<file path="src/lcc_pkg.sv">
// Constants, types and helpers for the line channel control registers.
// Assumes the serial command port delivers one command and one data byte.
`default_nettype none
package lcc_pkg;
   localparam logic [7:0] CMD_GAINS = 8'h50;
   localparam logic [7:0] CMD_GDAT = 8'h52;
   localparam logic [7:0] CMD_GDIR = 8'h54;
   localparam logic [7:0] CMD_SYS = 8'h56;
   localparam logic [7:0] CMD_TDM = 8'h5e;
   localparam logic [7:0] CMD_COF = 8'h60;
   localparam logic [7:0] MASK_GAINS = 8'h78;
   localparam logic [7:0] MASK_GDAT = 8'h03;
   localparam logic [7:0] MASK_GDIR = 8'h05;
   localparam logic [7:0] MASK_TDM = 8'h03;
   localparam logic [7:0] RST_GAINS = 8'h00;
   localparam logic [7:0] RST_GDAT = 8'h00;
   localparam logic [7:0] RST_GDIR = 8'h00;
   localparam logic [7:0] RST_TDM = 8'h00;
   localparam logic [7:0] RST_COF = 8'h00;
   localparam int TX_GAIN_BIT = 6;
   localparam int DRL_BIT = 3;
   localparam int REX_BIT = 7;
   localparam int METER_PULSE_ON_BIT = 6;
   localparam int ACT_BIT = 5;
   localparam int POL_BIT = 4;
   localparam int DIR_B_BIT = 2;
   localparam logic [1:0] FS_VALID_CNT = 2'h3;
   localparam int NSYNC = 12;
   // Resting pin levels: chip select and serial clock idle high.
   localparam logic [NSYNC-1:0] PIN_IDLE = 12'h003;

   typedef enum logic [3:0] {
      LS_DISC = 4'h0, LS_TIP_OPEN = 4'h1, LS_RING_OPEN = 4'h2,
      LS_ACT_LOW = 4'h3, LS_IDLE = 4'h4, LS_RING_BAL = 4'h7,
      LS_LOW_GAIN = 4'h8, LS_RING_UNB = 4'ha, LS_ACT_MID = 4'hb,
      LS_SHUT = 4'hf
   } line_state_e;
   localparam logic [3:0] RST_SS = 4'hf;

   typedef enum logic [1:0] {
      MP_CMD = 2'b00, MP_WR = 2'b01, MP_RD = 2'b10, MP_SKIP = 2'b11
   } mpi_st_e;

   typedef struct packed {
      logic tx_analog_gain;
      logic [1:0] rx_analog_level;
      logic rx_digital_loss;
      logic [3:0] line_state;
      logic ringing_status;
      logic meter_pulse_on;
      logic codec_activate;
      logic pcm_valid;
      logic feed_polarity;
      logic linear_code;
      logic mu_law;
      logic [5:0] filt_prog;
   } chan_out_s;

   function automatic logic is_ringing(input logic [3:0] s);
      return (s == LS_RING_BAL) || (s == LS_RING_UNB);
   endfunction

   function automatic logic cmd_known(input logic [7:0] c);
      logic [7:0] w;
      w = {c[7:1], 1'b0};
      return (w == CMD_GAINS) || (w == CMD_GDAT) || (w == CMD_GDIR) ||
         (w == CMD_SYS) || (w == CMD_TDM) || (w == CMD_COF);
   endfunction
endpackage
`default_nettype wire

</file>
<file path="src/line_channel_control_regs.sv">
// Per-channel control registers for a two-channel line interface.
// Assumes a serial command port clocked by the host and an 8 kHz frame sync.
`timescale 1ns/1ps
`default_nettype none
module line_channel_control_regs (
   input wire logic sys_clk,
   input wire logic rstn,
   input wire logic mpi_cs_n,
   input wire logic mpi_dclk,
   input wire logic mpi_din,
   output logic mpi_dout,
   output logic mpi_dout_oe_n,
   input wire logic [1:0] chan_en,
   input wire logic fs_pin,
   input wire logic [1:0] zero_cross,
   input wire logic [1:0] hook_det,
   input wire logic [1:0] auto_state_ctrl,
   input wire logic [7:0] meter_duration,
   input wire logic [1:0] gp_pin_a_i,
   output logic [1:0] gp_pin_a_o,
   output logic [1:0] gp_pin_a_oe_n,
   input wire logic [1:0] gp_pin_b_i,
   output logic [1:0] gp_pin_b_o,
   output logic [1:0] gp_pin_b_oe_n,
   input wire logic [1:0] sample_new,
   input wire logic [1:0] tbuf_has_data,
   output lcc_pkg::chan_out_s [1:0] chan_out,
   output logic [1:0] converter_data_flag,
   output logic test_src_chan,
   output logic pcm_use_wide_band
);
   import lcc_pkg::*;

   logic [NSYNC-1:0] raw, s1_q, s2_q, s3_q, flt_q, prv_q;
   logic cs_n, dclk_r, dclk_f, din, fs_r;
   logic [1:0] zx_r, hook, gpa, gpb;
   mpi_st_e mst_q;
   logic [2:0] bcnt_q;
   logic [7:0] sh_q, sh_n, rd_q, rd_val, wr_cmd_q, wr_dat_q;
   logic wr_stb_q, drive_q, dout_q, rsel;
   logic [7:0] gain_q [2];
   logic [7:0] gdat_q [2];
   logic [7:0] gdir_q [2];
   logic [7:0] cof_q [2];
   logic [3:0] ss_q [2];
   logic [3:0] app_q [2];
   logic [1:0] met_q, act_q, pol_q;
   logic [7:0] mcnt_q [2];
   logic [1:0] fscnt_q [2];
   logic [7:0] tdm_q;
   logic [1:0] flag_q;
   logic [1:0] wr_sys, auto_go;

   // Pins from outside pass three stages; a level counts when the last
   // two agree, so a single sampling glitch never looks like an edge.
   assign raw = {gp_pin_b_i, gp_pin_a_i, hook_det, zero_cross,
      fs_pin, mpi_din, mpi_dclk, mpi_cs_n};
   always_ff @(posedge sys_clk) begin
      if (!rstn) begin
         s1_q <= PIN_IDLE;
         s2_q <= PIN_IDLE;
         s3_q <= PIN_IDLE;
         flt_q <= PIN_IDLE;
         prv_q <= PIN_IDLE;
      end else begin
         s1_q <= raw;
         s2_q <= s1_q;
         s3_q <= s2_q;
         flt_q <= ((s2_q ~^ s3_q) & s3_q) | ((s2_q ^ s3_q) & flt_q);
         prv_q <= flt_q;
      end
   end
   assign cs_n = flt_q[0];
   assign dclk_r = flt_q[1] & ~prv_q[1];
   assign dclk_f = ~flt_q[1] & prv_q[1];
   assign din = flt_q[2];
   assign fs_r = flt_q[3] & ~prv_q[3];
   assign zx_r = flt_q[5:4] & ~prv_q[5:4];
   assign hook = flt_q[7:6];
   assign gpa = flt_q[9:8];
   assign gpb = flt_q[11:10];

   assign sh_n = {sh_q[6:0], din};
   // Reads come from the lowest enabled channel.
   assign rsel = ~chan_en[0];

   always_comb begin
      rd_val = 8'h00;
      case ({sh_n[7:1], 1'b0})
         CMD_GAINS: rd_val = gain_q[rsel];
         CMD_GDAT: rd_val = {6'h00, gpb[rsel], gpa[rsel]};
         CMD_GDIR: rd_val = gdir_q[rsel];
         CMD_SYS: rd_val = {is_ringing(app_q[rsel]), met_q[rsel],
            act_q[rsel], pol_q[rsel], ss_q[rsel]};
         CMD_TDM: rd_val = tdm_q;
         CMD_COF: rd_val = cof_q[rsel];
         default: rd_val = 8'h00;
      endcase
   end

   // Command framing: one command byte, then one data byte each way.
   always_ff @(posedge sys_clk) begin
      if (!rstn) begin
         mst_q <= MP_CMD;
         bcnt_q <= 3'h0;
         sh_q <= 8'h00;
         wr_cmd_q <= 8'h00;
      end else if (cs_n) begin
         mst_q <= MP_CMD;
         bcnt_q <= 3'h0;
      end else if (dclk_r) begin
         sh_q <= sh_n;
         bcnt_q <= bcnt_q + 3'h1;
         if (bcnt_q == 3'h7) begin
            case (mst_q)
               MP_CMD: begin
                  wr_cmd_q <= sh_n;
                  if (!cmd_known(sh_n))
                     mst_q <= MP_SKIP;
                  else if (sh_n[0])
                     mst_q <= MP_RD;
                  else
                     mst_q <= MP_WR;
               end
               default: mst_q <= MP_SKIP;
            endcase
         end
      end
   end

   always_ff @(posedge sys_clk) begin
      if (!rstn) begin
         wr_stb_q <= 1'b0;
         wr_dat_q <= 8'h00;
      end else begin
         wr_stb_q <= !cs_n && dclk_r && bcnt_q == 3'h7 && mst_q == MP_WR;
         if (!cs_n && dclk_r && bcnt_q == 3'h7 && mst_q == MP_WR)
            wr_dat_q <= sh_n;
      end
   end

   // Read data leaves on falling clock edges so the host samples it
   // half a bit later on the rising edge.
   always_ff @(posedge sys_clk) begin
      if (!rstn) begin
         rd_q <= 8'h00;
         dout_q <= 1'b0;
         drive_q <= 1'b0;
      end else if (cs_n) begin
         drive_q <= 1'b0;
      end else if (dclk_r && bcnt_q == 3'h7 && mst_q == MP_CMD) begin
         rd_q <= rd_val;
         drive_q <= cmd_known(sh_n) & sh_n[0];
      end else if (dclk_f && mst_q == MP_RD) begin
         dout_q <= rd_q[7];
         rd_q <= {rd_q[6:0], 1'b0};
      end else if (mst_q == MP_SKIP && dclk_f) begin
         drive_q <= 1'b0;
      end
   end
   assign mpi_dout = dout_q;
   assign mpi_dout_oe_n = ~drive_q;

   // Plain configuration registers; reserved bits are masked off.
   always_ff @(posedge sys_clk) begin
      if (!rstn) begin
         for (int i = 0; i < 2; i++) begin
            gain_q[i] <= RST_GAINS;
            gdat_q[i] <= RST_GDAT;
            gdir_q[i] <= RST_GDIR;
            cof_q[i] <= RST_COF;
         end
         tdm_q <= RST_TDM;
      end else if (wr_stb_q) begin
         for (int i = 0; i < 2; i++) begin
            if (chan_en[i]) begin
               if (wr_cmd_q == CMD_GAINS)
                  gain_q[i] <= wr_dat_q & MASK_GAINS;
               if (wr_cmd_q == CMD_GDAT)
                  gdat_q[i] <= wr_dat_q & MASK_GDAT;
               if (wr_cmd_q == CMD_GDIR)
                  gdir_q[i] <= wr_dat_q & MASK_GDIR;
               if (wr_cmd_q == CMD_COF)
                  cof_q[i] <= wr_dat_q;
            end
         end
         if (wr_cmd_q == CMD_TDM && chan_en != 2'h0)
            tdm_q <= wr_dat_q & MASK_TDM;
      end
   end

   always_comb begin
      for (int i = 0; i < 2; i++) begin
         wr_sys[i] = wr_stb_q && chan_en[i] && wr_cmd_q == CMD_SYS;
         auto_go[i] = auto_state_ctrl[i] && hook[i] &&
            (app_q[i] == LS_IDLE || is_ringing(app_q[i]) ||
            app_q[i] == LS_TIP_OPEN || app_q[i] == LS_RING_OPEN);
      end
   end

   // System state. A host write beats an automatic move in the same
   // cycle, and its metering, activate and polarity bits are taken
   // as written whatever the state field says.
   always_ff @(posedge sys_clk) begin
      if (!rstn) begin
         for (int i = 0; i < 2; i++) begin
            ss_q[i] <= RST_SS;
            mcnt_q[i] <= 8'h00;
         end
         met_q <= 2'h0;
         act_q <= 2'h0;
         pol_q <= 2'h0;
      end else begin
         for (int i = 0; i < 2; i++) begin
            if (wr_sys[i]) begin
               ss_q[i] <= wr_dat_q[3:0];
               act_q[i] <= wr_dat_q[ACT_BIT];
               pol_q[i] <= wr_dat_q[POL_BIT];
               met_q[i] <= wr_dat_q[METER_PULSE_ON_BIT];
               mcnt_q[i] <= meter_duration;
            end else begin
               if (auto_go[i] && ss_q[i] == app_q[i]) begin
                  ss_q[i] <= LS_ACT_LOW;
                  act_q[i] <= 1'b1;
               end
               if (met_q[i] && fs_r) begin
                  if (mcnt_q[i] <= 8'h01)
                     met_q[i] <= 1'b0;
                  else
                     mcnt_q[i] <= mcnt_q[i] - 8'h01;
               end
            end
         end
      end
   end

   // Leaving ringing waits for a zero cross to limit line transients.
   always_ff @(posedge sys_clk) begin
      if (!rstn) begin
         for (int i = 0; i < 2; i++)
            app_q[i] <= RST_SS;
      end else begin
         for (int i = 0; i < 2; i++) begin
            if (ss_q[i] != app_q[i] && (!is_ringing(app_q[i]) ||
               is_ringing(ss_q[i]) || zx_r[i]))
               app_q[i] <= ss_q[i];
         end
      end
   end

   always_ff @(posedge sys_clk) begin
      if (!rstn) begin
         for (int i = 0; i < 2; i++)
            fscnt_q[i] <= 2'h0;
      end else begin
         for (int i = 0; i < 2; i++) begin
            if (!act_q[i])
               fscnt_q[i] <= 2'h0;
            else if (fs_r && fscnt_q[i] != FS_VALID_CNT)
               fscnt_q[i] <= fscnt_q[i] + 2'h1;
         end
      end
   end

   always_ff @(posedge sys_clk) begin
      if (!rstn) begin
         flag_q <= 2'h0;
      end else begin
         for (int i = 0; i < 2; i++) begin
            if (tdm_q[0])
               flag_q[i] <= (tdm_q[1] == i[0]) & tbuf_has_data[i];
            else
               flag_q[i] <= sample_new[i];
         end
      end
   end
   assign converter_data_flag = flag_q;
   assign test_src_chan = tdm_q[0] & tdm_q[1];
   assign pcm_use_wide_band = tdm_q[0];

   always_comb begin
      for (int i = 0; i < 2; i++) begin
         chan_out[i].tx_analog_gain = gain_q[i][TX_GAIN_BIT];
         chan_out[i].rx_analog_level = gain_q[i][5:4];
         chan_out[i].rx_digital_loss = gain_q[i][DRL_BIT];
         chan_out[i].line_state = app_q[i];
         chan_out[i].ringing_status = is_ringing(app_q[i]);
         chan_out[i].meter_pulse_on = met_q[i];
         chan_out[i].codec_activate = act_q[i];
         chan_out[i].pcm_valid = act_q[i] && fscnt_q[i] == FS_VALID_CNT;
         chan_out[i].feed_polarity = pol_q[i];
         chan_out[i].linear_code = cof_q[i][7];
         chan_out[i].mu_law = cof_q[i][6];
         chan_out[i].filt_prog = cof_q[i][5:0];
         gp_pin_a_o[i] = gdat_q[i][0];
         gp_pin_b_o[i] = gdat_q[i][1];
         gp_pin_a_oe_n[i] = ~gdir_q[i][0];
         gp_pin_b_oe_n[i] = ~gdir_q[i][DIR_B_BIT];
      end
   end
endmodule // line_channel_control_regs
`default_nettype wire

</file>
<file path="config.mk">
export PLATFORM = sky130hd
export DESIGN_NAME = line_channel_control_regs
export DESIGN_NICKNAME = d
export VERILOG_FILES = /design/src/lcc_pkg.sv /design/src/line_channel_control_regs.sv
export SDC_FILE = /design/constraint.sdc
export NUM_CORES = 1
export LEC_CHECK = 0
export ABC_AREA = 0
export BUFFER_PORTS_ARGS = -buffer_cell sky130_fd_sc_hd__buf_2
export CAP_MARGIN = 20
export CORE_MARGIN = 2
export CORE_UTILIZATION = 41
export DETAILED_ROUTE_END_ITERATION = 8
export GPL_ROUTABILITY_DRIVEN = 1
export PLACE_DENSITY_LB_ADDON = 0.2
export SETUP_SLACK_MARGIN = 0.1
export SLEW_MARGIN = 0
export SYNTH_ARGS = -nofsm -noshare
export SYNTH_HDL_FRONTEND = slang
export SYNTH_SLANG_ARGS = --single-unit
</file>
<file path="constraint.sdc">
create_clock -name sys_clk -period 6.92 [get_ports sys_clk]
set_clock_uncertainty 0.15 [all_clocks]
set_input_delay 0.346 -clock sys_clk [delete_from_list [all_inputs] [get_ports sys_clk]]
set_output_delay 0.346 -clock sys_clk [all_outputs]
set_load 0.02 [all_outputs]
</file>
==> impl_metrics.json, run 1 <==
{
  "syn_area_um2": 7408,
  "finalSetupViolCount": 0,
  "drt_iter0_markers": 361,
  "leakagePower_nw": 3.368,
  "core_um2": 17840,
  "post_cts_resized": 0,
  "timing.fmax_ghz": 0.3836,
  "clockBufferDepth": 2,
  "yosysSeqAreaShare": 0.5432,
  "yosysWarnings": 0,
  "wirelength_um": 17330,
  "antenna_found_initial": 0,
  "cp_max_fo": 15,
  "place_inst": 984,
  "drv_cap": 0,
  "cts_tree": "done",
  "synth.distinct_cells": 63,
  "synth_area_leader_cell": "dfxtp_1",
  "overflow": 0,
  "vias": 5510,
  "hold_viol": 0,
  "cts-htree-levels": 4,
  "worst_slew_pin_slew_ns": 0.8443,
  "tns_ns": 0,
  "cp.required_ns": 7.11,
  "cp-end-kind": "flop",
  "io_buffer_count": 85,
  "period_share": 0.3767,
  "synth_cells": 698,
  "grt_max_degree": 72,
  "crit_type": "flop to flop",
  "rsz0062_at_grt": "no",
  "post-place-ws_ns": 4.146,
  "p_per_area_nw_per_um2": 244.9,
  "clock_sinks": 169,
  "die_height_um": 138.4,
  "gp_congestion": 0.8312,
  "peakVddDrop_v": 0.0001686,
  "fin_ws_ns": 4.313,
  "cts-root-buf": "clkbuf_16",
  "drc_errors": 0,
  "cts_buffers": 17,
  "initial_core_util": 0.4152,
  "fin_crit_ns": 2.607,
  "avgSynthCellArea_um2": 10.61,
  "rows": 49,
  "cts.clk_slew.worst_paths_ns": 0.07,
  "arrival_ns": 2.80,
  "yosysMostFrequentCell": "dfxtp_1",
  "clk_latency_ns": 0.43,
  "wl_per_cell_um": 16.81,
  "layoutNonFillerInstCount": 1031,
  "grt_pass1_vias": 5308,
  "synthArstFlopShare": 0,
  "syn_to_final_growth_pct": 18.44,
  "drive_above_1_share": 0.1733,
  "slew_violations": 0,
  "hpwl_um": 12680,
  "slew_headroom": 0.4371,
  "grt_pass1_wl_um": 28180,
  "antenna_left": 0,
  "syn_nets": 748,
  "synth_top_cell_area_share": 0.2837,
  "synth-edff-count": 64,
  "n_antenna_cell": 0,
  "synth-seq-cells": 169,
  "fp.dieW_um": 138.4,
  "nNetsFinal": 839,
  "firstDrtPassIters": 5,
  "crit_path_start_kind": "flop",
  "synth_commonest_cells": "dfxtp_1 (105), nor2_1 (65), edfxtp_1 (64)",
  "track_usage": 0.1847,
  "hold_path.class": "primary input to flop",
  "vias_per_cell": 5.344,
  "num_io_pins": 86,
  "status": "completed",
  "fin_util": 0.4918,
  "synth_flop_cell": "dfxtp_1",
  "synthTopCellsByArea": "dfxtp_1 (28%), edfxtp_1 (26%), mux2i_1 (7.7%)",
  "die_area_um2": 19160
}
-- critical path, cell delays in order, from the launching register on --
cell	delay, ns
dfxtp_1	0.37
ha_1	0.17
ha_1	0.16
nand3b_1	0.12
or4_1	0.79
nand2_1	0.41
o21ai_0	0.13
a211oi_1	0.22
-- area by class of cell --
cell class              count  area (um2)
repair buffers            102       583.1
flip-flops and latches    169        4024
fillers                  1616        9066
inverters                  22       82.58
clock buffers              20       489.2
clock inverters            12       146.4
well taps                 229       286.5
multi-input cells         477        3163
-- layer usage --
layer	global-route usage	wire, um	vias to the layer above
met1	0.2396	7699	2661
met5	0	0	-
li1	-	-	2682
met3	0.04884	1000	16
met2	0.3072	8430	151
met4	0.04995	201	0
-- placed cells by master (no fill, tap or decap), types with 7 or more instances in the layout --
cell	netlist	layout
nand3_1	21	21
edfxtp_1	64	64
inv_1	21	21
and2_1	46	46
nand3b_1	7	7
dfxtp_1	105	105
ha_1	20	20
xor2_1	14	14
a31oi_1	8	8
nor4_1	11	11
clkbuf_16	0	19
or2_2	8	8
xnor2_1	9	9
o21ai_0	29	29
o22ai_1	11	11
o21ai_1	8	8
a21oi_1	24	24
nand2b_1	20	20
nor3_1	15	15
buf_2	7	86
mux2i_1	57	57
dlygate4sd3_1	0	13
nand2_1	34	34
nor2_1	65	65
-- metrics by stage --
stage          hold slack [ns]  power (mW)  area (um2)
2_1_floorplan           0.2363       1.132        7408
3_3_place_gp            0.2451       1.160        7996
3_5_place_dp            0.2461       1.162        7996
4_1_cts               0.006404       2.169        8762
5_1_grt                0.02520       2.220        8775
6_report               0.02123       2.149        8775
-- sequential cells by signal, summed over array words and instances, names as in the netlist, 8 cells and up --
| signal | count |
|---|---|
| app_q | 8 |
| cof_q | 16 |
| flt_q | 12 |
| gain_q | 8 |
| mcnt_q | 16 |
| rd_q | 8 |
| s1_q | 12 |
| s2_q | 12 |
| s3_q | 12 |
| ss_q | 8 |
| wr_cmd_q | 8 |
| wr_dat_q | 8 |
-- power breakdown --
group          total [mW]  internal (mW)  switching (mW)
logic              0.0862         0.0350          0.0512
clock network        1.00          0.595           0.408
registers            1.06           1.05          0.0112
total                2.15           1.68           0.470
-- timing repair --
item,CTS,global route
hold endpoints to repair,13,0
buffers inserted,0,0
hold buffers,13,0
-- cell families after synthesis --
kind of cell,Yosys count,synth area share
AO/OA/AOI/OAI,115,0.09762
XOR/XNOR,23,0.02719
adder cells (fa/ha/maj),20,0.03378
buffers and inverters,52,0.02989
flip-flops,169,0.5432
multiplexers,58,0.07853
AND/OR/NAND/NOR,261,0.1898
-- final timing paths --
| check | start | end | slack, ns | cells past startpoint |
|---|---|---|---|---|
| worst max-delay path | bcnt_q[0]$_SDFFE_PP0P_ | rd_q[7]$_SDFFE_PN0P_ | 4.31 | 7 |
| worst min-delay path | sample_new[1] | converter_data_flag[1]$_SDFF_PN0_ | 0.02 | 3 |
| worst max register to register | bcnt_q[0]$_SDFFE_PP0P_ | rd_q[7]$_SDFFE_PN0P_ | 4.31 | 7 |
| worst min register to register | s1_q[1]$_SDFF_PN1_ | s2_q[1]$_SDFF_PN1_ | 0.26 | 1 |
Note: power is estimated with default switching activity, not from simulation.
==> run 2: changes to the inputs <==
- clock period: 6.92 -> 2.4 ns (I/O delays scaled with it)
==> impl_metrics.json, run 2 (synthesis gave the netlist of run 1 again) <==
{
  "hpwl_um": 12830,
  "hold_viol": 0,
  "layout_common_cells": "dfxtp_1 (105), buf_2 (85), nor2_1 (65)",
  "largestRegisters": "cof_q (16), mcnt_q (16)",
  "grt_pass1_vias": 5556,
  "drive_above_1_share": 0.1876,
  "crit_path_start_kind": "flop",
  "fin_ws_ns": 0.1362,
  "rsz0062_at_grt": "yes",
  "finalSetupViolCount": 0,
  "crit_type": "flop to flop",
  "p_per_area_nw_per_um2": 661.9,
  "cp.required_ns": 2.52,
  "leakagePower_nw": 3.511,
  "cts_tree": "done",
  "clock_sinks": 169,
  "cts-root-buf": "clkbuf_16",
  "cp_max_fo": 8,
  "status": "completed",
  "clockBufferDepth": 2,
  "layout.cells.most_common": "dfxtp_1",
  "critical_path.top_delay_family": "compound AO/OA/AOI/OAI gates",
  "track_usage": 0.1853,
  "wirelength_um": 17470,
  "regArea_um2": 4024,
  "initial_core_util": 0.4152,
  "worst_slew_pin_slew_ns": 0.4747,
  "arrival_ns": 2.39,
  "gp_congestion": 0.8618,
  "vias": 5560,
  "hold_path.class": "primary input to flop",
  "drt_iter0_markers": 271,
  "wl_per_cell_um": 16.37,
  "overflow": 0,
  "power_mw": 5.984,
  "cp-end-kind": "flop",
  "fp.dieW_um": 138.4,
  "power.internal_mw": 4.734,
  "fin_crit_ns": 2.264,
  "period_share": 0.9433,
  "rows": 49,
  "antenna_left": 0,
  "critPathSlowestCell": "edfxtp_1",
  "multi_input_area_um2": 3173,
  "slew_violations": 0,
  "max_stage_delay_ns": 0.41,
  "post-place-ws_ns": 0.02117,
  "die_height_um": 138.4,
  "clk_latency_ns": 0.43,
  "cts_buffers": 17,
  "swShare": 0.2089,
  "timing.fmax_ghz": 0.4417,
  "drv_cap": 0,
  "nNetsFinal": 874,
  "firstDrtPassIters": 9,
  "tns_ns": 0,
  "fillers": 1651,
  "grt_pass1_wl_um": 28370,
  "cts.clk_slew.worst_paths_ns": 0.06,
  "cts-htree-levels": 4,
  "slew_headroom": 0.6791,
  "p_comb_frac": 0.047,
  "drc_errors": 0,
  "grt_max_degree": 51,
  "vias_per_cell": 5.211,
  "p_sw_mw": 1.250,
  "critPathBufInv": 2,
  "power_frac_seq": 0.510,
  "die_area_um2": 19160,
  "core_um2": 17840,
  "clkPwrFrac": 0.442,
  "peakVddDrop_v": 0.0005324,
  "io_buffer_count": 85,
  "num_io_pins": 86,
  "antenna_found_initial": 2,
  "syn_to_final_growth_pct": 22.04,
  "path_cells": "inv_1, ha_1, or2_1, a311o_1, o22ai_1, buf_4, nand2_1, mux2i_1"
}
run 2: cell count changes in the layout (fill, tap and decap cells not counted), sizes merged:
cell / before / now
clkbuf: 21 / 25
diode: 0 / 1
buf: 88 / 111
clkinv: 2 / 4
dlygate4sd3: 13 / 26
inv: 29 / 22
run 2: worst min-delay path, cell delays in order:
cell and delay (ns):
buf_2 0.13, inv_1 0.06, a41oi_1 0.05, o211ai_1 0.16
run 2: what timing repair did:
| item | in CTS | in global routing |
|---|---|---|
| endpoints found under the setup margin | 9 | 17 |
| hold buffers | 26 | 0 |
| pin swaps | 0 | 2 |
| cloned | 0 | 0 |
| buffers inserted | 0 | 2 |
| resized for setup | 2 | 1 |
| hold endpoints to repair | 31 | 0 |
run 2: area by class of cell:
type	count	area share
Antenna cell	1	0.0002768
Clock buffer	25	0.05259
Clock inverter	7	0.01010
Inverter	22	0.009134
Multi-Input combinational cell	477	0.3510
Sequential cell	169	0.4451
Tap cell	229	0.03169
Timing Repair Buffer	137	0.1002
run 2: per-stage QoR:
stage / hold slack [ns] / util / std cells / cell area (um2)
floorplan: 0.07147 / - / 698 / 7408
global placement: 0.1549 / 0.4582 / 1006 / 8174
detailed placement: 0.1639 / 0.4582 / 1006 / 8174
CTS: 0.01789 / 0.5049 / 1064 / 9009
global route: 0.06370 / 0.5068 / 1067 / 9041
finish: 0.05570 / 0.5068 / 1067 / 9041
run 2: layer usage:
metal / global-route usage / part of all wire
met5: 0 / 0
met3: 0.03498 / 0.045
met2: 0.3035 / 0.48
met4: 0.08217 / 0.023
met1: 0.2400 / 0.45
run 2: worst paths after layout:
path / from / end / slack, ns / cells past startpoint
min: chan_en[1] / ss_q[0][0]$_SDFFCE_PP1P_ / 0.06 / 4
max: mcnt_q[0][0]$_SDFFCE_PP0P_ / mcnt_q[1][2]$_DFFE_PP_ / 0.14 / 8
min reg2reg: s1_q[1]$_SDFF_PN1_ / s2_q[1]$_SDFF_PN1_ / 0.26 / 1
max reg2reg: mcnt_q[0][0]$_SDFFCE_PP0P_ / mcnt_q[1][2]$_DFFE_PP_ / 0.14 / 8
run 2: power by group through the flow:
stage                     Sequential, mW  Combinational, mW  Clock (mW)
after floorplan                     3.13              0.130           0
after global placement              3.11              0.247           0
after detailed placement            3.12              0.251           0
after CTS                           3.05              0.285        2.72
after global routing                3.06              0.310        2.83
final                               3.05              0.283        2.65
==> run 3: changes to the inputs <==
- CTS_BUF_LIST: not set -> sky130_fd_sc_hd__clkbuf_16
==> impl_metrics.json, run 3 (synthesis gave the netlist of run 1 again) <==
{
  "path_cells": "inv_1, ha_1, or2_1, a311o_1, o22ai_1, buf_4, nand2_1, mux2i_1",
  "wirelength_um": 17520,
  "vias_per_cell": 5.227,
  "fin_crit_ns": 2.280,
  "rsz0062_at_grt": "yes",
  "clk_latency_ns": 0.42,
  "cts-root-buf": "clkbuf_16",
  "fin_ws_ns": 0.1198,
  "layout_common_cells": "dfxtp_1 (105), buf_2 (85), nor2_1 (65)",
  "grt_pass1_vias": 5560,
  "clkPwrFrac": 0.435,
  "initial_core_util": 0.4152,
  "wl_per_cell_um": 16.42,
  "cts-htree-levels": 4,
  "crit_type": "flop to flop",
  "fin_hold_ws_ns": 0.04340,
  "critPathSlowestCell": "edfxtp_1",
  "drt_iter0_markers": 314,
  "fp.dieW_um": 138.4,
  "vias": 5577,
  "p_comb_frac": 0.048,
  "drv_cap": 0,
  "antenna_left": 0,
  "clockBufferDepth": 2,
  "nNetsFinal": 874,
  "finalSetupViolCount": 0,
  "clock_sinks": 169,
  "grt_pass1_wl_um": 28360,
  "worst_slew_pin_slew_ns": 0.4782,
  "antenna_found_initial": 2,
  "arrival_ns": 2.40,
  "swShare": 0.2131,
  "die_area_um2": 19160,
  "power_mw": 5.904,
  "drc_errors": 0,
  "syn_to_final_growth_pct": 21.77,
  "slew_violations": 0,
  "overflow": 0,
  "io_buffer_count": 85,
  "tns_ns": 0,
  "drive_above_1_share": 0.1876,
  "slew_headroom": 0.6767,
  "hold_viol": 0,
  "track_usage": 0.1853,
  "cp_max_fo": 8,
  "cts_buffers": 17,
  "hold_path.class": "primary input to flop",
  "crit_path_start_kind": "flop",
  "cp-end-kind": "flop",
  "period_share": 0.9501,
  "p_sw_mw": 1.258,
  "max_stage_delay_ns": 0.41,
  "layout.cells.most_common": "dfxtp_1",
  "peakVddDrop_v": 0.0005321,
  "largestRegisters": "cof_q (16), mcnt_q (16)",
  "power.internal_mw": 4.646,
  "fin_area_um2": 9021,
  "post-place-ws_ns": 0.02117,
  "rrSetupSlack_ns": 0.12,
  "timing.fmax_ghz": 0.4386,
  "placedInstanceArea_um2": 8174,
  "cts_tree": "done",
  "cp.required_ns": 2.52,
  "hpwl_um": 12830,
  "die_height_um": 138.4,
  "leakagePower_nw": 3.530,
  "firstDrtPassIters": 5,
  "cts.clk_slew.worst_paths_ns": 0.06,
  "num_io_pins": 86,
  "status": "completed",
  "gp_congestion": 0.8618,
  "power_frac_seq": 0.517,
  "grt_max_degree": 51,
  "core_um2": 17840,
  "rows": 49,
  "p_per_area_nw_per_um2": 654.5
}
## run 3: worst max-delay path, delay by kind of cell (launching register included)
kind	cells	cell delay [ns]
simple gates	2	0.30
fa+ha+maj	1	0.24
flops	1	0.41
mux	1	0.14
compound gates	2	0.61
buf+inv	2	0.27
## run 3: layer usage
metal	vias to the layer above	GRT usage	wire length (um)
met1	2667	0.2397	8046
li1	2747	-	-
met3	33	0.03498	667
met2	130	0.3038	8344
met5	-	0	0
met4	0	0.08217	460
## run 3: repair_timing
| action | 4_1_cts | 5_1_grt |
|---|---|---|
| gates resized for setup | 2 | 1 |
| hold buffers | 26 | 0 |
| setup endpoints to repair | 9 | 17 |
| pin swaps | 0 | 2 |
| endpoints found under the hold margin | 31 | 0 |
| gates cloned | 0 | 0 |
| buffers inserted | 0 | 2 |
## run 3: power by group through the flow
stage          sequential, mW  clock (mW)  combinational, mW
5_1_grt                  3.06        2.74              0.310
4_1_cts                  3.05        2.63              0.285
3_5_place_dp             3.12           0              0.251
3_3_place_gp             3.11           0              0.247
2_1_floorplan            3.13           0              0.130
6_report                 3.05        2.57              0.283
## run 3: stage by stage
stage	util	cells
final	0.5056	1067
after global routing	0.5056	1067
after CTS	0.5038	1064
after detailed placement	0.4582	1006
after floorplan	-	698
after global placement	0.4582	1006
## run 3: area by class of cell
class                   count  area (um2)
diodes                      1       2.502
clock buffers              17       425.4
clock inverters            15       121.4
fillers                  1655        8820
inverters                  22       82.58
multi-input cells         477        3173
flip-flops and latches    169        4024
well taps                 229       286.5
repair buffers            137       905.9
## run 3: worst paths after layout
kind              cells after the start                       start                       end
setup / recovery                      8  mcnt_q[0][0]$_SDFFCE_PP0P_    mcnt_q[1][2]$_DFFE_PP_
hold / removal                        4                  chan_en[1]  ss_q[0][1]$_SDFFCE_PP1P_
setup reg to reg                      8  mcnt_q[0][0]$_SDFFCE_PP0P_    mcnt_q[1][2]$_DFFE_PP_
hold reg to reg                       1          s1_q[1]$_SDFF_PN1_        s2_q[1]$_SDFF_PN1_
